## config.mk

```make
export PLATFORM = sky130hd
export DESIGN_NAME = dag_addr_gen
export DESIGN_NICKNAME = d
export VERILOG_FILES = /design/src/dag_pkg.sv /design/src/dag_addr_gen.sv
export SDC_FILE = /design/constraint.sdc
export NUM_CORES = 1
export LEC_CHECK = 0
export ABC_AREA = 1
export BUFFER_PORTS_ARGS = -buffer_cell sky130_fd_sc_hd__buf_2
export CAP_MARGIN = 30
export CORE_MARGIN = 2
export CORE_UTILIZATION = 45
export CTS_BUF_LIST = sky130_fd_sc_hd__clkbuf_4 sky130_fd_sc_hd__clkbuf_8 sky130_fd_sc_hd__clkbuf_16
export CTS_CLUSTER_SIZE = 24
export DETAILED_ROUTE_END_ITERATION = 12
export SLEW_MARGIN = 20
export SYNTH_ARGS = -nofsm -noshare
export SYNTH_HDL_FRONTEND = slang
export SYNTH_SLANG_ARGS = --single-unit
```

## constraint.sdc

```tcl
create_clock -name i_sys_clk -period 28 [get_ports i_sys_clk]
set_input_delay 4.2 -clock i_sys_clk [delete_from_list [all_inputs] [get_ports i_sys_clk]]
set_output_delay 4.2 -clock i_sys_clk [all_outputs]
set_load 0.1 [all_outputs]
```

## src/dag_pkg.sv

```systemverilog
`default_nettype none
package dag_pkg;
   // Register file geometry
   localparam int unsigned DAG_REG_W = 32;
   localparam int unsigned DAG_HALF_W = 16;
   localparam int unsigned DAG_SLOTS = 8;
   localparam logic [3:0] DAG_R2 = 4'h2;
   localparam logic [3:0] DAG_R4 = 4'h4;
   localparam logic [3:0] DAG_R6 = 4'h6;
   localparam logic [3:0] DAG_R8 = 4'h8;
   localparam logic [3:0] DAG_R9 = 4'h9;
   // Pointer steps in bytes
   localparam logic [15:0] DAG_XY_STEP = 16'h0002;
   localparam logic [31:0] DAG_WORD_STEP = 32'h0000_0002;
   localparam logic [31:0] DAG_LONG_STEP = 32'h0000_0004;
   // Reset value of every pointer and offset
   localparam logic [31:0] DAG_REG_RST = 32'h0000_0000;

   typedef enum logic [1:0] {DAG_KIND_IDLE, DAG_KIND_DUAL, DAG_KIND_SINGLE} dag_kind_t;
   typedef enum logic [1:0] {DAG_UPD_NONE, DAG_UPD_INC, DAG_UPD_INDEX, DAG_UPD_DEC} dag_upd_t;

   // One transfer request from the decoder
   typedef struct packed {
      dag_kind_t kind;
      dag_upd_t x_upd;
      dag_upd_t y_upd;
      logic x_sel;
      logic y_sel;
      logic x_store;
      logic y_store;
      logic x_reg;
      logic y_reg;
      logic [1:0] s_sel;
      dag_upd_t s_upd;
      logic s_long;
      logic s_store;
      logic [3:0] s_reg;
   } dag_req_t;

   // General register write, in or out
   typedef struct packed {
      logic valid;
      logic [3:0] idx;
      logic [31:0] data;
   } dag_gwr_t;

   typedef struct packed {
      logic x_en;
      logic y_en;
      logic [15:0] start;
      logic [15:0] stop;
   } dag_wrap_t;

   typedef struct packed {
      logic req;
      logic store;
      logic reg_sel;
      logic [15:1] addr;
   } dag_xy_bus_t;

   typedef struct packed {
      logic req;
      logic store;
      logic long_len;
      logic [3:0] reg_sel;
      logic [31:0] addr;
   } dag_s_bus_t;
endpackage
`default_nettype wire

```

## src/dag_addr_gen.sv

```systemverilog
// What this block does
// RULE_01: Dual X pointer R4/R5, Y pointer R6/R7
// RULE_02: R8 steps X pointer, R9 steps Y
// RULE_03: Dual increment adds two after access
// RULE_04: Dual index adds offset after; none holds
// RULE_05: X/Y address uses pointer bits 1-15 only
// RULE_06: Software keeps bit 0 of pointers zero
// RULE_07: Software steps down with minus-two offset
// RULE_08: Dual update writes lower word only
// RULE_09: X/Y memories accessed as 16-bit words
// RULE_10: X and Y transfers run together, separately
// RULE_11: Only pointer addressing, no immediate form
// RULE_12: Transfers leave condition bits untouched
// RULE_13: Single pointer chosen from R2 to R5
// RULE_14: Single index mode adds R8 after access
// RULE_15: Single increment adds two or four after
// RULE_16: Single decrement subtracts first, uses result
// RULE_17: Single moves word or long, any memory
// RULE_18: Dual loads X0/X1, Y0/Y1; stores A0/A1
// RULE_19: Wrap only for dual, never single
// RULE_20: Lower word equal end loads start instead
// RULE_21: Both wrap enables set: only Y wraps
// RULE_22: Single step two for word, four long
`timescale 1ns/1ps
`default_nettype none
module dag_addr_gen (
   // Clock and reset
   input wire logic i_sys_clk,
   input wire logic i_rst_b,
   // Transfer request and wrap setup
   input wire dag_pkg::dag_req_t i_req,
   input wire dag_pkg::dag_wrap_t i_wrap,
   // Core writes to R2..R9
   input wire dag_pkg::dag_gwr_t i_gwr,
   // Memory address buses
   output dag_pkg::dag_xy_bus_t o_x_bus,
   output dag_pkg::dag_xy_bus_t o_y_bus,
   output dag_pkg::dag_s_bus_t o_s_bus,
   // Updated pointers back to the core
   output dag_pkg::dag_gwr_t o_wb_a,
   output dag_pkg::dag_gwr_t o_wb_b
);
   import dag_pkg::*;

   ////////////////////////////////////////////////////////////////////////
   // Reset release
   logic rst_meta_q;
   logic rst_sync_b;

   always_ff @(posedge i_sys_clk or negedge i_rst_b) begin
      if (!i_rst_b) begin
         rst_meta_q <= 1'b0;
         rst_sync_b <= 1'b0;
      end else begin
         rst_meta_q <= 1'b1;
         rst_sync_b <= rst_meta_q;
      end
   end

   ////////////////////////////////////////////////////////////////////////
   // Helpers
   function automatic logic [2:0] slot_of(input logic [3:0] rn);
      logic [3:0] s;
      s = rn - DAG_R2;
      return s[2:0];
   endfunction

   function automatic logic [15:0] dual_step(input dag_upd_t upd,
                                             input logic [31:0] ofs);
      logic [15:0] st;
      st = 16'h0000;
      if (upd == DAG_UPD_INC) begin
         st = DAG_XY_STEP;
      end else if (upd == DAG_UPD_INDEX) begin
         st = ofs[15:0];
      end
      return st;
   endfunction

   // Dual modes that move a pointer; decrement acts as no update
   function automatic logic dual_moves(input dag_upd_t upd);
      return upd == DAG_UPD_INC || upd == DAG_UPD_INDEX;
   endfunction

   ////////////////////////////////////////////////////////////////////////
   // Pointer and offset storage, slots hold R2..R9
   logic [31:0] regs_q [DAG_SLOTS];
   logic [31:0] regs_d [DAG_SLOTS];

   wire logic is_dual = i_req.kind == DAG_KIND_DUAL;
   wire logic is_single = i_req.kind == DAG_KIND_SINGLE;

   // RULE_01: dual pointer pick
   wire logic [3:0] x_rn = DAG_R4 + {3'h0, i_req.x_sel};
   wire logic [3:0] y_rn = DAG_R6 + {3'h0, i_req.y_sel};
   // RULE_13: single pointer pick
   wire logic [3:0] s_rn = DAG_R2 + {2'h0, i_req.s_sel};
   wire logic [2:0] x_slot = slot_of(x_rn);
   wire logic [2:0] y_slot = slot_of(y_rn);
   wire logic [2:0] s_slot = slot_of(s_rn);
   wire logic [31:0] x_cur = regs_q[x_slot];
   wire logic [31:0] y_cur = regs_q[y_slot];
   wire logic [31:0] s_cur = regs_q[s_slot];
   // RULE_02: offset registers
   wire logic [31:0] x_ofs = regs_q[slot_of(DAG_R8)];
   wire logic [31:0] y_ofs = regs_q[slot_of(DAG_R9)];

   ////////////////////////////////////////////////////////////////////////
   // Dual X/Y update
   // RULE_21: Y owns wrap when both set
   wire logic x_wrap_on = i_wrap.x_en && !i_wrap.y_en;
   wire logic y_wrap_on = i_wrap.y_en;
   // RULE_03: step is post access
   wire logic [15:0] x_step = dual_step(i_req.x_upd, x_ofs);
   wire logic [15:0] y_step = dual_step(i_req.y_upd, y_ofs);
   // RULE_20: end match reloads start
   wire logic x_hit = x_wrap_on && dual_moves(i_req.x_upd)
                      && x_cur[15:0] == i_wrap.stop;
   wire logic y_hit = y_wrap_on && dual_moves(i_req.y_upd)
                      && y_cur[15:0] == i_wrap.stop;
   wire logic [15:0] x_low = x_hit ? i_wrap.start : x_cur[15:0] + x_step;
   wire logic [15:0] y_low = y_hit ? i_wrap.start : y_cur[15:0] + y_step;
   // RULE_08: upper word kept
   wire logic [31:0] x_new = {x_cur[31:16], x_low};
   wire logic [31:0] y_new = {y_cur[31:16], y_low};

   ////////////////////////////////////////////////////////////////////////
   // Single update, never wrapped
   // RULE_22: word two, long four
   wire logic [31:0] s_size = i_req.s_long ? DAG_LONG_STEP : DAG_WORD_STEP;
   // RULE_19: single step ignores wrap
   wire logic [31:0] s_step = (i_req.s_upd == DAG_UPD_INC) ? s_size :
                              (i_req.s_upd == DAG_UPD_INDEX) ? x_ofs :
                              (i_req.s_upd == DAG_UPD_DEC) ? (32'h0 - s_size) :
                              32'h0;
   // RULE_14: post index add
   // RULE_15: increment applied after access
   wire logic [31:0] s_new = s_cur + s_step;
   // RULE_16: decrement addresses the new value
   wire logic [31:0] s_addr = (i_req.s_upd == DAG_UPD_DEC) ? s_new : s_cur;

   // RULE_04: no update leaves pointer alone
   wire logic x_wr = is_dual && dual_moves(i_req.x_upd);
   wire logic y_wr = is_dual && dual_moves(i_req.y_upd);
   wire logic s_wr = is_single && i_req.s_upd != DAG_UPD_NONE;
   wire logic [2:0] gwr_slot = slot_of(i_gwr.idx);
   wire logic gwr_ok = i_gwr.valid && i_gwr.idx >= DAG_R2 && i_gwr.idx <= DAG_R9;

   // Transfer update wins over a core write to the same slot
   for (genvar g = 0; g < DAG_SLOTS; g++) begin : g_slot
      always_comb begin
         regs_d[g] = regs_q[g];
         if (x_wr && x_slot == 3'(g)) begin
            regs_d[g] = x_new;
         end else if (y_wr && y_slot == 3'(g)) begin
            regs_d[g] = y_new;
         end else if (s_wr && s_slot == 3'(g)) begin
            regs_d[g] = s_new;
         end else if (gwr_ok && gwr_slot == 3'(g)) begin
            regs_d[g] = i_gwr.data;
         end
      end

      always_ff @(posedge i_sys_clk or negedge rst_sync_b) begin
         if (!rst_sync_b) begin
            regs_q[g] <= DAG_REG_RST;
         end else begin
            regs_q[g] <= regs_d[g];
         end
      end
   end

   ////////////////////////////////////////////////////////////////////////
   // Bus outputs
   dag_xy_bus_t x_bus_d;
   dag_xy_bus_t y_bus_d;
   dag_s_bus_t s_bus_d;
   dag_gwr_t wb_a_d;
   dag_gwr_t wb_b_d;

   always_comb begin
      // RULE_10: X and Y issued in one cycle
      // RULE_05: bits 15..1 form the word address
      // RULE_09: word-only buses carry no size
      // RULE_11: address comes from a pointer only
      // RULE_18: X0/X1, Y0/Y1 or A0/A1 select
      x_bus_d = '{req: is_dual, store: i_req.x_store, reg_sel: i_req.x_reg,
                  addr: x_cur[15:1]};
      y_bus_d = '{req: is_dual, store: i_req.y_store, reg_sel: i_req.y_reg,
                  addr: y_cur[15:1]};
      // RULE_17: word or long to any space
      s_bus_d = '{req: is_single, store: i_req.s_store, long_len: i_req.s_long,
                  reg_sel: i_req.s_reg, addr: s_addr};
      wb_a_d = '{valid: x_wr || s_wr, idx: is_dual ? x_rn : s_rn,
                 data: is_dual ? x_new : s_new};
      wb_b_d = '{valid: y_wr, idx: y_rn, data: y_new};
   end

   // RULE_12: no condition bit is driven here
   always_ff @(posedge i_sys_clk or negedge rst_sync_b) begin
      if (!rst_sync_b) begin
         o_x_bus <= '0;
         o_y_bus <= '0;
         o_s_bus <= '0;
         o_wb_a <= '0;
         o_wb_b <= '0;
      end else begin
         o_x_bus <= x_bus_d;
         o_y_bus <= y_bus_d;
         o_s_bus <= s_bus_d;
         o_wb_a <= wb_a_d;
         o_wb_b <= wb_b_d;
      end
   end
endmodule // dag_addr_gen
`default_nettype wire

```

# ---- Word level (Yosys, flattened, before mapping)
# Cells that the tools add are included.
dict set report totals {
  out_inout_bits 149
  wordCells 199
  ff_bits 406
}
dict set report classes {
  n_bitwise 3
  muxes 54
  n_reduce_logical 59
  n_eq_ne 39
  add_sub_neg 11
  n_lt_le_gt_ge 5
}
# operator count
set op_table {}
lappend op_table {{32-bit two-way mux} 43}
lappend op_table {{32-bit binary-select mux with 3-bit select} 3}
lappend op_table {{16-bit two-way mux} 6}
lappend op_table {{3-bit equality test, second input constant} 16}
lappend op_table {{1-bit logical AND} 42}
lappend op_table {{16-bit adder} 2}
lappend op_table {{32-bit adder} 1}
lappend op_table {{16-bit equality test} 2}
lappend op_table {{4-bit nonzero test} 8}
lappend op_table {{3-bit by 2-bit equality test with 1-bit output, second input constant} 8}
lappend op_table {{3-bit by 1-bit equality test with 1-bit output, second input constant} 4}
lappend op_table {{4-bit >= comparator, second input constant} 3}
lappend op_table {{3-bit logical NOT} 4}
lappend op_table {{3-bit inverter with 4-bit output} 3}
lappend op_table {{3-bit by 2-bit subtractor with 3-bit output, second input constant} 4}
lappend op_table {{2-bit equality test, second input constant} 5}
lappend op_table {{3-bit by 1-bit adder with 4-bit output, first input constant} 2}
lappend op_table {{2-bit by 1-bit equality test with 1-bit output, second input constant} 4}
lappend op_table {{4-bit by 2-bit >= comparator with 1-bit output, second input constant} 1}
lappend op_table {{4-bit <= comparator, second input constant} 1}
lappend op_table {{4-bit two-way mux} 1}
lappend op_table {{1-bit by 3-bit subtractor with 4-bit output, first input constant} 1}
lappend op_table {{2-bit by 2-bit adder with 3-bit output, first input constant} 1}
lappend op_table {{1-bit logical OR} 3}
lappend op_table {{3 further kinds} 3}

# ---- Logic depth before layout (Yosys ltp)
dict set report logic_depth {
  ltp_word 11
  depth_mapped 21
  ltp_nobuf 20
}

# ---- Worst setup path before layout
# OpenSTA, ideal clock, no wires.
dict set report synth_timing {
  path_kind {input -> register}
  start {input i_req[8] (netlist bit)}
  end {register o_wb_a[30] (netlist bit)}
  path_buffers 1
  setup_ns 0.134
  arrival_time_ns 6.565
  slack_ns 21.301
  stages 19
  path_cell_list {nand2_1 -> inv_2 -> buf_1 -> nand2_1 -> o211ai_1 -> ha_1 -> inv_1 -> fa_1 -> nand3b_1 -> nand2_1 -> nand2_1 -> nand2_1 -> nand3_1 -> nand2_1 -> nand2_1 -> nand3_1 -> nand2_1 -> nand2_1 -> o21ai_0}
}
# item line_no
set synth_rtl {}
lappend synth_rtl {{start: declaration} dag_addr_gen.sv:31} ;# input wire dag_pkg::dag_req_t i_req,
lappend synth_rtl {{end signal: assignment} dag_addr_gen.sv:211} ;# o_wb_a <= wb_a_d;
lappend synth_rtl {{end: declaration} dag_addr_gen.sv:40} ;# output dag_pkg::dag_gwr_t o_wb_a,

==> summary.txt <==
Run status
  • Status: finished clean

Timing
  • Period utilization: 28.1%
  • Worst slew margin: between 30% and 40%
  • Fmax: 127 MHz
  • RSZ-0062 raised after global routing: false
  • Max Slew Vio Count: 0
  • Tightest hold margin: 0.355 ns
  • Fin crit period: 7.85 ns
  • Final hold violations: 0
  • Worst-Margin Slew: 1.01 ns
  • Clk_skew: 0.0293 ns
  • Setup TNS: 0 ns
  • Final setup fails: 0

Clock tree
  • CTS Sinks: 387
  • CTS Root Cell: clkbuf_16
  • Post-CTS setup buffers: 0
  • CTS Buf Count: 44
  • Worst-Skew Late Latency: 0.62 ns
  • CTS tree: built
  • CTS Hold Buffers Added: 0
  • Resize count post-CTS: 0
  • CTS max path bufs: 3
  • H-tree depth: 2
  • Worst-path clk slew: 0.06 ns

Finish
  • Layout cells sized above 1: 12.7%
  • Area grow syn2layout: 14.7%
  • Multi-input logic area: between 0.01 and 0.015 mm²
  • Fill cells: 4962
  • Nets: approximately 3400
  • FF+latch area: 0.00969 mm²

Die
  • Io pins: 244
  • Die Wd: approximately 230 µm
  • Core ar.: 0.0500 mm²
  • Row cnt: ~80
  • Die footprint: 0.0522 mm²
  • Initial Utilization: a little under half
  • Die H: 228 µm

Setup path
  • Reg2reg end: o_wb_a[16]$_DFF_PN0_
  • Cells on worst reg2reg path: 11
  • Critical setup path kind: in2reg
  • Worst EP required: 28.47 ns
  • Critical Path Fanout Max: 14
  • R2R setup slack: ~25 ns
  • FF-to-FF Start: regs_q[138]$_DFFE_PN0P_
  • Slowest CP cell: clkinv_1
  • Critical path's most frequent cell: nand2_1
  • Worst-path cell chain: buf_2 -> inv_2 -> nand2_1 -> clkinv_1 -> buf_4 -> a22oi_1 -> o221ai_1 -> ha_1 -> a21oi_1 -> nor2_1 -> o21ai_0 -> nand2_1 -> a21oi_1 -> nand2_1 -> nand2_1 -> nand2_1 -> nand2_1 -> o21ai_0
  • CP arrival: 8.33 ns
  • Startpoint types: input port
  • Slowest stage delay, CP: around 0.73 ns
  • CP Capture Type: flip-flop

Global routing
  • GRT overflow: 0
  • Pin count of the biggest net entering global routing: 159
  • Total track usage: 35.4%
  • Vias in the first global route: 21771
  • First-pass GRT wire length: roughly 140000 µm
  • Initial antenna violation count: 4

Detailed routing
  • Final wirelength: 93800 µm
  • Post-DR wirelength/cell: 23.6 µm
  • Pre-Repair DR Iteration Count: 6
  • DRC: 0
  • ANT nets after route: 0
  • Vias per inst: 5.79
  • Via Count: 23053
  • Initial DRC Count: ~2900

Placement
  • Detailed placer's ending HPWL: between 60000 and 70000 µm
  • Placer Congestion: 1.04
  • Port Buffers: 241

Synthesis
  • Dominant synthesized flop cell: dfrtp_1
  • Average size of a mapped cell: 7.36 µm²
  • Post-synth ARST share: 100%
  • Yosys warns: 0
  • Count of different cell masters after synthesis: 46
  • EDFF count, synth: 0
  • Syn Std Cell Area: about 0.023 mm²
  • Cells after synthesis: 3081
  • Seq/Total Area, Yosys: 42.7%
  • Yosys reg bits: around 390

Min path
  • Hold EP: rst_sync_b$_DFF_PN0_
  • HP Start: rst_meta_q$_DFF_PN0_
  • Hold Crit Depth: 0
  • Worst hold-check path type: reg2reg

Run
  • Max_cap viols: 0

Power
  • Lkg Pwr: 13.7 nW
  • VDD IR max: 92.2 µV
  • Pwr dens: 101 mW/mm²
[per-stage QoR]
step / worst slack [ns] / power (mW) / util [%] / cell area (µm²) / instances
2_1_floorplan: 16.42 / 1.68 / - / 22700 / 3083
3_3_place_gp: 19.79 / 1.98 / 48.8 / 24400 / 3899
3_5_place_dp: 19.78 / 1.99 / 48.8 / 24400 / 3900
4_1_cts: 20.40 / 2.61 / 51.9 / 25900 / 3978
5_1_grt: 19.95 / 2.74 / 52.0 / 26000 / 3981
6_report: 20.15 / 2.62 / 52.0 / 26000 / 3982
[sequential cells by signal, indices dropped and copies added, names as in the netlist]
signal / flops
regs_q: 192
o_s_bus: 39
o_wb_a: 36
o_wb_b: 35
x_ofs: 32
o_y_bus: 18
o_x_bus: 17
y_ofs: 16
rst_meta_q: 1
rst_sync_b: 1
[layout by cell type (no fill, tap or decap), drive strengths merged, types with 6 or more instances in the layout]
cell type and count:
nand2 865, nand4 42, nand3b 13, o21bai 11, o211ai 21, o221ai 39, and2 20, clkinv 9
nor3 23, xor2 22, a21oi 147, nand3 247, a31oi 17, nor2 231, xnor2 8, ha 65
inv 425, buf 270, a22oi 51, o21ai 244, clkbuf 63, or2 6, o22ai 58, mux2 7
dfrtp 387
[synth_stat cells (all sizes together) (3+ instances only)]
cell type	n	area [µm²]
nand2	865	3270
inv	423	1590
dfrtp	387	9680
nand3	247	1270
o21ai	244	1280
nor2	231	912
a21oi	147	736
clkbuf	69	259
ha	65	813
o22ai	58	363
buf	53	323
a22oi	51	383
nand4	42	263
o221ai	39	342
nor3	23	115
xor2	22	193
o211ai	21	163
and2	20	125
a31oi	17	106
nand3b	13	97.6
o21bai	11	82.6
xnor2	8	70.1
mux2	7	78.8
or2	6	37.5
fa	3	60.1
[critical path: cells and delay by family]
family / cells / cell delay [ns]
simple gates: 7 / 0.97
compound gates: 6 / 1.28
buf+inv: 4 / 1.40
fa+ha+maj: 1 / 0.44
[final cells by class]
type,instances,area share (%)
Timing Repair Buffer,270,5.66
Inverter,425,6.14
Tap cell,672,3.23
Antenna cell,1,0.00963
Sequential cell,387,37.3
Clock buffer,63,5.05
Multi-Input combinational cell,2149,41.7
Clock inverter,15,0.919
[where the power goes]
group / leakage, nW / switching, mW / internal (mW) / total (mW)
combinational: 8.25 / 0.948 / 0.244 / 1.19
clock: 0.770 / 0.255 / 0.366 / 0.621
sequential: 4.71 / 0.0925 / 0.719 / 0.812
[routing by layer]
metal | part of all wire, % | GRT usage (%) | wire length, µm
met1 | 43 | 51.1 | 40100
met2 | 43 | 52.5 | 39900
met3 | 11 | 8.17 | 10600
met4 | 3.4 | 11.7 | 3180
met5 | 0.045 | 0 | 42
[worst max path at each step]
stage	from	endpoint	cells past startpoint
after detailed placement	i_req[8]	o_wb_a[31]$_DFF_PN0_	18
after global routing	i_req[9]	o_wb_a[31]$_DFF_PN0_	18
after CTS	i_req[15]	regs_q[161]$_DFFE_PN0P_	12
final	i_req[9]	o_wb_a[31]$_DFF_PN0_	18
after global placement	i_req[8]	o_wb_a[16]$_DFF_PN0_	14
after floorplan	rst_sync_b$_DFF_PN0_	o_s_bus[0]$_DFF_PN0_	0
[logic make-up (layout without fill, tap and decap cells)]
group	after synthesis	after routing	synth area share (%)
AOI/OAI and AO/OA	593	593	15.4
muxes	7	7	0.348
xor gates and xnor gates	30	30	1.16
and+or+nand+nor	1447	1447	26.9
buffers and inverters	547	773	9.60
other	2	5	0.0331
adders and majority gates	68	68	3.85
DFF	387	387	42.7
(Power assumes the default switching activity.)
